===== src/rtl/dsk_pkg.sv =====
/*
  Constants shared by the diskette drive input control block: register
  offsets, field positions, reset values and timing figures.
  Assumes a 100 MHz clock; all counts are derived from that period.
*/
package dsk_pkg;

  // Clock period
  localparam int CLK_NS = 10;

  // Register byte offsets
  localparam logic [11:0] OFS_CTRL   = 12'h000;
  localparam logic [11:0] OFS_TRACK  = 12'h004;
  localparam logic [11:0] OFS_STATUS = 12'h008;
  localparam logic [11:0] OFS_REVCNT = 12'h00c;

  // Control register fields and reset values
  localparam int          CTRL_UNIT_LSB   = 0;
  localparam int          CTRL_WALLOW_BIT = 2;
  localparam logic [1:0]  UNIT_RESET      = 2'h0;
  localparam logic        WALLOW_RESET    = 1'b1;

  // Status register fields
  localparam int ST_HOME_BIT   = 7;
  localparam int ST_FAULT_BIT  = 8;
  localparam int ST_HEAD_BIT   = 9;
  localparam int ST_WCUR_BIT   = 10;
  localparam int ST_POL_BIT    = 11;
  localparam int ST_ERASE_BIT  = 12;
  localparam int ST_LOWCUR_BIT = 13;
  localparam int ST_SEL_BIT    = 14;
  localparam int ST_BUSY_BIT   = 15;

  // Track range
  localparam logic [6:0] TRACK_HOME = 7'h00;
  localparam logic [6:0] TRACK_LAST = 7'h4c;

  // Direction sample delay after the step falling edge
  localparam int DIR_SAMPLE_NS     = 100;
  localparam int DIR_SAMPLE_CYCLES = DIR_SAMPLE_NS / CLK_NS;

  // Least low time on the fault clear input
  localparam int FCLR_MIN_NS     = 200;
  localparam int FCLR_MIN_CYCLES = (FCLR_MIN_NS + CLK_NS - 1) / CLK_NS;

  // Home indication settle, revolution period, marker width
  localparam int HOME_SETTLE_MS  = 10;
  localparam int REV_PERIOD_US   = 166700;
  localparam int INDEX_WIDTH_US  = 450;
  localparam int HOME_SETTLE_CYC = HOME_SETTLE_MS * 1000000 / CLK_NS;
  localparam int REV_PERIOD_CYC  = REV_PERIOD_US * 1000 / CLK_NS;
  localparam int INDEX_WIDTH_CYC = INDEX_WIDTH_US * 1000 / CLK_NS;

endpackage


===== src/rtl/dsk_pos_if.sv =====
/*
  Interface between the drive control logic and the head positioner.
  Assumes both ends run on the same clock.
*/
`timescale 1ns/100ps
interface dsk_pos_if;
  logic       step_go;
  logic       toward_center;
  logic       track_load;
  logic [6:0] track_value;
  logic [6:0] track;
  logic       home;
  logic       busy;
  logic       coil_step;
  logic       coil_inward;

  modport ctl (output step_go, toward_center, track_load, track_value,
               input  track, home, busy, coil_step, coil_inward);
  modport pos (input  step_go, toward_center, track_load, track_value,
               output track, home, busy, coil_step, coil_inward);
endinterface


===== src/rtl/dsk_drive_ctl.sv =====
/*
  Diskette drive input control: decodes the controller's active-low
  strobes, positions the head, drives write, erase and load actuators,
  keeps the write fault latch, emits the revolution marker, and offers
  a small APB register file.
  Assumes all pins are synchronous to clk; one clock, synchronous reset.
*/
// Our own choices: the address map and register access over APB.
`timescale 1ns/100ps
module dsk_drive_ctl #(
  parameter int SETTLE_CYCLES = dsk_pkg::HOME_SETTLE_CYC,
  parameter int REV_CYCLES    = dsk_pkg::REV_PERIOD_CYC,
  parameter int INDEX_CYCLES  = dsk_pkg::INDEX_WIDTH_CYC
) (
  // Clock and reset
  input  wire logic        clk,
  input  wire logic        sys_rst,
  // Controller strobes, active low
  input  wire logic        step_n,
  input  wire logic        dir_in_n,
  input  wire logic        head_load_n,
  input  wire logic        fault_clr_n,
  input  wire logic        write_gate_n,
  input  wire logic        write_data_n,
  input  wire logic        erase_gate_n,
  input  wire logic        low_current_n,
  input  wire logic        unit_a_n,
  input  wire logic        unit_b_n,
  // Drive sensors
  input  wire logic        door_closed,
  // Status lines to the controller, active low
  output logic             home_n,
  output logic             fault_n,
  output logic             index_n,
  // Actuators
  output logic             head_solenoid,
  output logic             step_coil_pulse,
  output logic             step_coil_inward,
  output logic             write_current_on,
  output logic             write_coil_dir,
  output logic             write_reduced,
  output logic             erase_current_on,
  // APB slave
  input  wire logic        psel,
  input  wire logic        penable,
  input  wire logic        pwrite,
  input  wire logic [11:0] paddr,
  input  wire logic [31:0] pwdata,
  output logic             pready,
  output logic             pslverr,
  output logic [31:0]      prdata
);

  dsk_pos_if pos_if ();

  logic [1:0]  unit_reg;
  logic        wallow_reg;
  logic        step_prev_reg;
  logic        wdata_prev_reg;
  logic        fault_reg;
  logic [4:0]  fclr_cnt_reg;
  logic        pol_reg;
  logic        wcur_reg;
  logic        head_reg;
  logic        erase_reg;
  logic        lowcur_reg;
  logic        home_n_reg;
  logic        fault_n_reg;
  logic        index_n_reg;
  logic [24:0] rev_cnt_reg;
  logic [31:0] rev_total_reg;
  logic [31:0] prdata_reg;
  logic        selected;
  logic        gate_on;
  logic        fault_cond;
  logic        fclr_hit;
  logic        setup_ph;
  logic        access_ph;
  logic        mapped;
  logic        wr_ctrl;
  logic        wr_track;
  logic [31:0] status_word;
  logic [31:0] rd_word;

  // Drive address decode, active treated as one
  assign selected = ({~unit_b_n, ~unit_a_n} == unit_reg);

  assign gate_on = selected && !write_gate_n;

  // Head positioner
  dsk_head_pos #(
    .SETTLE_CYCLES (SETTLE_CYCLES)
  ) u_head_pos (
    .clk     (clk),
    .sys_rst (sys_rst),
    .p       (pos_if)
  );

  // Step edge, ignored while writing or not selected
  assign pos_if.step_go       = step_prev_reg && !step_n && selected && !gate_on;
  assign pos_if.toward_center = !dir_in_n;
  assign pos_if.track_load    = wr_track;
  assign pos_if.track_value   = pwdata[6:0];

  // Input edge history
  always_ff @(posedge clk)
  begin
    if (sys_rst)
    begin
      step_prev_reg  <= 1'b1;
      wdata_prev_reg <= 1'b1;
    end
    else
    begin
      step_prev_reg  <= step_n;
      wdata_prev_reg <= write_data_n;
    end
  end

  // Fault conditions: writing with no head load or an open door
  assign fault_cond = gate_on && (head_load_n || !door_closed);

  // Clear needs the input low for the least pulse width
  assign fclr_hit = !fault_clr_n
                    && (fclr_cnt_reg == 5'(dsk_pkg::FCLR_MIN_CYCLES - 1));

  // Fault clear width counter
  always_ff @(posedge clk)
  begin
    if (sys_rst)
      fclr_cnt_reg <= 5'h00;
    else if (fault_clr_n)
      fclr_cnt_reg <= 5'h00;
    else if (!fclr_hit)
      fclr_cnt_reg <= fclr_cnt_reg + 5'h01;
  end

  // Write fault latch; a new fault wins over a clear
  always_ff @(posedge clk)
  begin
    if (sys_rst)
      fault_reg <= 1'b0;
    else if (fault_cond)
      fault_reg <= 1'b1;
    else if (fclr_hit)
      fault_reg <= 1'b0;
  end

  // Head load, erase and current level actuators
  always_ff @(posedge clk)
  begin
    if (sys_rst)
    begin
      head_reg   <= 1'b0;
      erase_reg  <= 1'b0;
      lowcur_reg <= 1'b0;
    end
    else
    begin
      head_reg   <= selected && !head_load_n;
      erase_reg  <= selected && !erase_gate_n;
      lowcur_reg <= selected && !low_current_n;
    end
  end

  // Write current source, inhibited by a fault or software
  always_ff @(posedge clk)
  begin
    if (sys_rst)
      wcur_reg <= 1'b0;
    else
      wcur_reg <= gate_on && !fault_reg && !fault_cond && wallow_reg;
  end

  // Coil current reverses on each falling write data edge while write current is on
  always_ff @(posedge clk)
  begin
    if (sys_rst)
      pol_reg <= 1'b0;
    else if (wcur_reg && wdata_prev_reg && !write_data_n)
      pol_reg <= ~pol_reg;
  end

  // Revolution timer, free-running from reset
  always_ff @(posedge clk)
  begin
    if (sys_rst)
    begin
      rev_cnt_reg   <= 25'h0000000;
      rev_total_reg <= 32'h00000000;
    end
    else if (rev_cnt_reg == 25'(REV_CYCLES - 1))
    begin
      rev_cnt_reg   <= 25'h0000000;
      rev_total_reg <= rev_total_reg + 32'h00000001;
    end
    else
      rev_cnt_reg <= rev_cnt_reg + 25'h0000001;
  end

  // Status outputs, inactive when not selected
  always_ff @(posedge clk)
  begin
    if (sys_rst)
    begin
      home_n_reg  <= 1'b1;
      fault_n_reg <= 1'b1;
      index_n_reg <= 1'b1;
    end
    else
    begin
      home_n_reg  <= !(selected && pos_if.home);
      fault_n_reg <= !(selected && fault_reg);
      index_n_reg <= !(selected && rev_cnt_reg < 25'(INDEX_CYCLES));
    end
  end

  assign home_n           = home_n_reg;
  assign fault_n          = fault_n_reg;
  assign index_n          = index_n_reg;
  assign head_solenoid    = head_reg;
  assign step_coil_pulse  = pos_if.coil_step;
  assign step_coil_inward = pos_if.coil_inward;
  assign write_current_on = wcur_reg;
  assign write_coil_dir   = pol_reg;
  assign write_reduced    = lowcur_reg && wcur_reg;
  assign erase_current_on = erase_reg;

  // APB phase and address decode
  assign setup_ph  = psel && !penable;
  assign access_ph = psel && penable;
  assign mapped    = (paddr == dsk_pkg::OFS_CTRL) || (paddr == dsk_pkg::OFS_TRACK)
                     || (paddr == dsk_pkg::OFS_STATUS) || (paddr == dsk_pkg::OFS_REVCNT);
  assign wr_ctrl   = access_ph && pwrite && (paddr == dsk_pkg::OFS_CTRL);
  assign wr_track  = access_ph && pwrite && (paddr == dsk_pkg::OFS_TRACK);
  assign pready    = 1'b1;
  assign pslverr   = access_ph && !mapped;

  // Control register
  always_ff @(posedge clk)
  begin
    if (sys_rst)
    begin
      unit_reg   <= dsk_pkg::UNIT_RESET;
      wallow_reg <= dsk_pkg::WALLOW_RESET;
    end
    else if (wr_ctrl)
    begin
      unit_reg   <= pwdata[dsk_pkg::CTRL_UNIT_LSB +: 2];
      wallow_reg <= pwdata[dsk_pkg::CTRL_WALLOW_BIT];
    end
  end

  // Status word assembly
  always_comb
  begin
    status_word                        = 32'h00000000;
    status_word[6:0]                   = pos_if.track;
    status_word[dsk_pkg::ST_HOME_BIT]   = pos_if.home;
    status_word[dsk_pkg::ST_FAULT_BIT]  = fault_reg;
    status_word[dsk_pkg::ST_HEAD_BIT]   = head_reg;
    status_word[dsk_pkg::ST_WCUR_BIT]   = wcur_reg;
    status_word[dsk_pkg::ST_POL_BIT]    = pol_reg;
    status_word[dsk_pkg::ST_ERASE_BIT]  = erase_reg;
    status_word[dsk_pkg::ST_LOWCUR_BIT] = lowcur_reg;
    status_word[dsk_pkg::ST_SEL_BIT]    = selected;
    status_word[dsk_pkg::ST_BUSY_BIT]   = pos_if.busy;
  end

  // Read mux
  always_comb
  begin
    rd_word = 32'h00000000;
    unique case (paddr)
      dsk_pkg::OFS_CTRL:
        rd_word = {29'h00000000, wallow_reg, unit_reg};
      dsk_pkg::OFS_TRACK:
        rd_word = {25'h0000000, pos_if.track};
      dsk_pkg::OFS_STATUS:
        rd_word = status_word;
      dsk_pkg::OFS_REVCNT:
        rd_word = rev_total_reg;
      default:
        rd_word = 32'h00000000;
    endcase
  end

  // Read data captured in the setup cycle
  always_ff @(posedge clk)
  begin
    if (sys_rst)
      prdata_reg <= 32'h00000000;
    else if (setup_ph)
      prdata_reg <= pwrite ? 32'h00000000 : rd_word;
  end

  assign prdata = prdata_reg;

endmodule


===== src/rtl/dsk_head_pos.sv =====
/*
  Head positioner: samples direction after each accepted step, moves the
  track position one place, and times the settle of the home indication.
  Assumes step_go is a one-cycle pulse already gated by select and lockout.
*/
`timescale 1ns/100ps
module dsk_head_pos #(
  parameter int SETTLE_CYCLES = dsk_pkg::HOME_SETTLE_CYC
) (
  // Clock and reset
  input wire logic clk,
  input wire logic sys_rst,
  // Positioner side
  dsk_pos_if.pos   p
);

  logic       pend_reg;
  logic [3:0] samp_cnt_reg;
  logic       sample_now;
  logic [6:0] track_reg;
  logic       coil_step_reg;
  logic       coil_in_reg;
  logic [19:0] settle_cnt_reg;
  logic       busy_reg;
  logic       home_reg;

  assign sample_now = pend_reg && (samp_cnt_reg == 4'(dsk_pkg::DIR_SAMPLE_CYCLES - 1));

  // Delay from step edge to direction sample
  always_ff @(posedge clk)
  begin
    if (sys_rst)
    begin
      pend_reg     <= 1'b0;
      samp_cnt_reg <= 4'h0;
    end
    else if (p.step_go && !pend_reg)
    begin
      pend_reg     <= 1'b1;
      samp_cnt_reg <= 4'h0;
    end
    else if (sample_now)
      pend_reg <= 1'b0;
    else if (pend_reg)
      samp_cnt_reg <= samp_cnt_reg + 4'h1;
  end

  // One track per step, direction from the sampled line
  always_ff @(posedge clk)
  begin
    if (sys_rst)
      track_reg <= dsk_pkg::TRACK_HOME;
    else if (p.track_load)
      track_reg <= p.track_value;
    else if (sample_now && p.toward_center && track_reg != dsk_pkg::TRACK_LAST)
      track_reg <= track_reg + 7'h01;
    else if (sample_now && !p.toward_center && track_reg != dsk_pkg::TRACK_HOME)
      track_reg <= track_reg - 7'h01;
  end

  // Stepper coil drive pulse
  always_ff @(posedge clk)
  begin
    if (sys_rst)
    begin
      coil_step_reg <= 1'b0;
      coil_in_reg   <= 1'b0;
    end
    else
    begin
      coil_step_reg <= sample_now;
      if (sample_now)
        coil_in_reg <= p.toward_center;
    end
  end

  // Home indication valid only once the head has settled
  always_ff @(posedge clk)
  begin
    if (sys_rst)
    begin
      settle_cnt_reg <= 20'h00000;
      busy_reg       <= 1'b1;
      home_reg       <= 1'b0;
    end
    else if (sample_now || p.track_load)
    begin
      settle_cnt_reg <= 20'h00000;
      busy_reg       <= 1'b1;
    end
    else if (busy_reg)
    begin
      if (settle_cnt_reg == 20'(SETTLE_CYCLES - 1))
      begin
        busy_reg <= 1'b0;
        home_reg <= (track_reg == dsk_pkg::TRACK_HOME);
      end
      else
        settle_cnt_reg <= settle_cnt_reg + 20'h00001;
    end
  end

  assign p.track       = track_reg;
  assign p.home        = home_reg;
  assign p.busy        = busy_reg;
  assign p.coil_step   = coil_step_reg;
  assign p.coil_inward = coil_in_reg;

endmodule


===== config.mk =====
export PLATFORM = sky130hd
export DESIGN_NAME = dsk_drive_ctl
export DESIGN_NICKNAME = d
export VERILOG_FILES = /design/src/rtl/dsk_pkg.sv /design/src/rtl/dsk_pos_if.sv /design/src/rtl/dsk_drive_ctl.sv /design/src/rtl/dsk_head_pos.sv
export SDC_FILE = /design/constraint.sdc
export NUM_CORES = 1
export LEC_CHECK = 0
export ABC_CLOCK_PERIOD_IN_PS = 2850
export BUFFER_PORTS_ARGS = -buffer_cell sky130_fd_sc_hd__buf_2
export CORE_ASPECT_RATIO = 1.75
export CORE_MARGIN = 2
export CORE_UTILIZATION = 40
export CTS_CLUSTER_SIZE = 8
export DETAILED_ROUTE_END_ITERATION = 12
export PLACE_DENSITY = 0.61
export SYNTH_ARGS = -nofsm -noshare
export SYNTH_HDL_FRONTEND = slang
export SYNTH_HIERARCHICAL = 1
export SYNTH_SLANG_ARGS = --single-unit
export TNS_END_PERCENT = 30

===== constraint.sdc =====
create_clock -name clk -period 2.85 [get_ports clk]
set_input_delay 0.4275 -clock clk [delete_from_list [all_inputs] [get_ports clk]]
set_output_delay 0.4275 -clock clk [all_outputs]
set_load 0.005 [all_outputs]

==> impl_metrics.csv <==
group,metric,value,unit
drt,drc,0,
placed_design,numPortBuffers,77,
layout,ff_latch_area,2880,sq um
clocking,cts_resized,0,
layout,mostFrequentLayoutCells,"144 x dfxtp_1, 109 x nor2_1, 77 x buf_2, 41 x nand2_1, 41 x a21oi_1",
run_status,status,"finished, final reports clean",
global_routing,grt_usage,18.5,%
drt,met1Wirelength,6.72,mm
worst_setup_path,required,3100,ps
layout,stdcell_area,8020,sq um
floorplanning,start_util,40.8,%
power,p_leak,3.00,nW
layout,multi_input_area,3590,sq um
global_routing,antenna_found_initial,0,
synthesis,ys_ff_latch,144,
clocking,numCtsBuffers,17,
sta,slew_headroom,51.0,%
clocking,h-tree-depth,4,
drt,wl_met3,611,microns
worst_setup_path,worstPathMaxFanout,8,
drt,first_pass_iters,4,
worst_setup_path,end_kind,"flip-flop",
placed_design,post-place-ws,196,ps
synthesis,synth_nets,830,
sta,fin_tns_setup,0,ps
synthesis,async_flop_share,0,%
worst_setup_path,crit_path_start_kind,"flip-flop",
sta,tightest_slew,735,ps
synthesis,synth.largest_area_cell,"dfxtp_1",
power,cellPowerDensity,554,nW/um^2
sta,hold_violations,0,
floorplanning,core-area,16400,sq um
layout,antennaDiodeCount,0,
layout,areaGrowthSynthToFinish,20.1,%
worst_setup_path,worst-r2r-cell-count,9,
clocking,cts.sinks,144,
floorplanning,die_area,17800,sq um
drt,highest_layer,"met4",
synthesis,yosysWarnings,6,
placed_design,gp_congestion,0.784,
floorplanning,die_w,102,microns
worst_setup_path,path_class,"reg2reg",
layout,nets,921,
layout,fin_util,49.0,%
synthesis,synthesis.area,6680,sq um
layout,fillers,1603,
sta,fmax,0.373,GHz
drt,first_iter_violations,244,
sta,slew_viol_final,0,
synthesis,yosysTopAreaCellShare,43.2,%
sta,layout_min_cycle_time,2680,ps
synthesis,syn_avg_cell_area,8.81,sq um
layout,layout_commonest_cell,"dfxtp_1",
synthesis,ys_types,66,
clocking,clock-root-buffer,"clkbuf_16",
synthesis,synth_ff_type,"dfxtp_1",
power,ir_worst_vdd,351,uV
placed_design,dp.cells,1052,
worst_hold_path,hold_depth,2,
global_routing,grt_pass1_wl,26.4,mm
worst_hold_path,hold_class,"in2reg",
floorplanning,pin_count,104,
drt,antenna_left,0,
synthesis,yosysSeqAreaShare,43.2,%
drt,wl_per_cell,14.7,microns
drt,vias,5814,
layout,layout-drive-gt1-share,19.7,%
sta,skew,10.2,ps
global_routing,grt_max_degree,37,
worst_hold_path,hold_start,"low_current_n",
worst_setup_path,cp_data_arrival_time,2930,ps
global_routing,grt_pass1_vias,5519,
global_routing,overflow,0,
sta,post-route-period-util,94.0,%
drt,via_per_inst,5.35,
drt,drt_wl_total,15.9,mm
clocking,cts_tree,"yes",
run,max-cap-violations,0,
worst_setup_path,rr_endpoint,"u_head_pos/p.track[6]",
clocking,cts_buffer_depth,2,
sta,setup_ws,171,ps
floorplanning,die_h,175,microns
synthesis,netlist_instances,758,
clocking,clkTransAtPathRegs,60,ps
sta,final-setup-viol-count,0,
placed_design,dp_hpwl,11.4,mm
worst_setup_path,r2r_start,"u_head_pos/p.track[0]",
drt,dr_wl_met2,8.25,mm
clocking,clk_latency,420,ps
worst_setup_path,reg2reg_slack,170,ps
floorplanning,num_rows,62,
synthesis,synth_edf_count,0,
worst_hold_path,hold_end,"lowcur_reg",
synthesis,synthTopCellsByArea,"dfxtp_1 43%, nor2_1 6.1%, xor2_1 5.2%",
layout,fin_cells,1086,
placed_design,placedInstanceArea,7410,sq um
-- critical path, cell delays in order (launching register included) --
cell	delay, ps
dfxtp_1	310
or4_1	570
o211ai_1	180
buf_4	190
ha_1	290
a211oi_1	230
o21ai_0	180
a2111o_1	400
nand4_1	110
a311oi_1	50
-- kinds of logic after synthesis --
family | share of synthesized area, %
other | 0.0561
and+or+nand+nor | 26.0
xor gates and xnor gates | 7.34
buffers and inverters | 3.15
AOI/OAI and AO/OA | 14.2
muxes | 3.73
adders and majority gates | 2.36
DFF | 43.2
-- layer usage --
metal  vias to the layer above  GRT usage (%)
met3                        25           4.20
li1                       2947              -
met4                         0           7.38
met1                      2738           21.8
met5                         -              0
met2                       104           31.9
-- final cells by class --
cell class	count	area share (%)
clock inverter	13	2.04
inverter	18	0.842
timing repair buffer	106	7.52
tap	224	3.49
multi-input combinational	562	44.8
sequential	144	35.9
clock buffer	19	5.40
-- cell usage after synthesis (all sizes together) (11+ instances only) --
master / instances
dfxtp: 144
nand2: 41
clkbuf: 27
nand3: 36
ha: 11
nor2: 109
nand4: 25
xor2: 40
mux2: 15
a22o: 11
or4: 21
a21oi: 41
nor4: 11
o31ai: 14
xnor2: 16
o21ai: 21
or3: 17
inv: 17
a22oi: 25
nor3: 17
-- worst max-delay path by stage --
stage | cells past startpoint | start | slack (ps) | to
final | 9 | u_head_pos/p.track[0] | 170 | u_head_pos/p.track[6]
after global routing | 10 | u_head_pos/samp_cnt_reg[0] | -4 | u_head_pos/p.track[6]
after CTS | 10 | u_head_pos/samp_cnt_reg[0] | 180 | u_head_pos/p.track[6]
after detailed placement | 10 | u_head_pos/samp_cnt_reg[0] | 200 | u_head_pos/p.track[6]
after global placement | 9 | u_head_pos/p.track[0] | 220 | u_head_pos/p.track[6]
after floorplan | 8 | u_head_pos/p.track[0] | 8 | u_head_pos/p.track[6]
-- per-stage QoR --
step	power [mW]	hold slack, ps
3_5_place_dp	2.22	420
3_3_place_gp	2.22	431
4_1_cts	4.49	147
5_1_grt	4.60	145
6_report	4.45	162
2_1_floorplan	2.16	368
-- power breakdown --
part / internal (mW) / switching, mW / total, mW
Combinational: 0.0523 / 0.0875 / 0.140
Clock: 1.38 / 0.889 / 2.27
Sequential: 2.03 / 0.0110 / 2.04
Total: 3.46 / 0.988 / 4.45
-- what timing repair did --
item	in CTS	in global routing
setup buffers	0	2
setup endpoints to repair	0	1
hold buffers	0	0
Note: power is estimated with default switching activity, not from simulation.
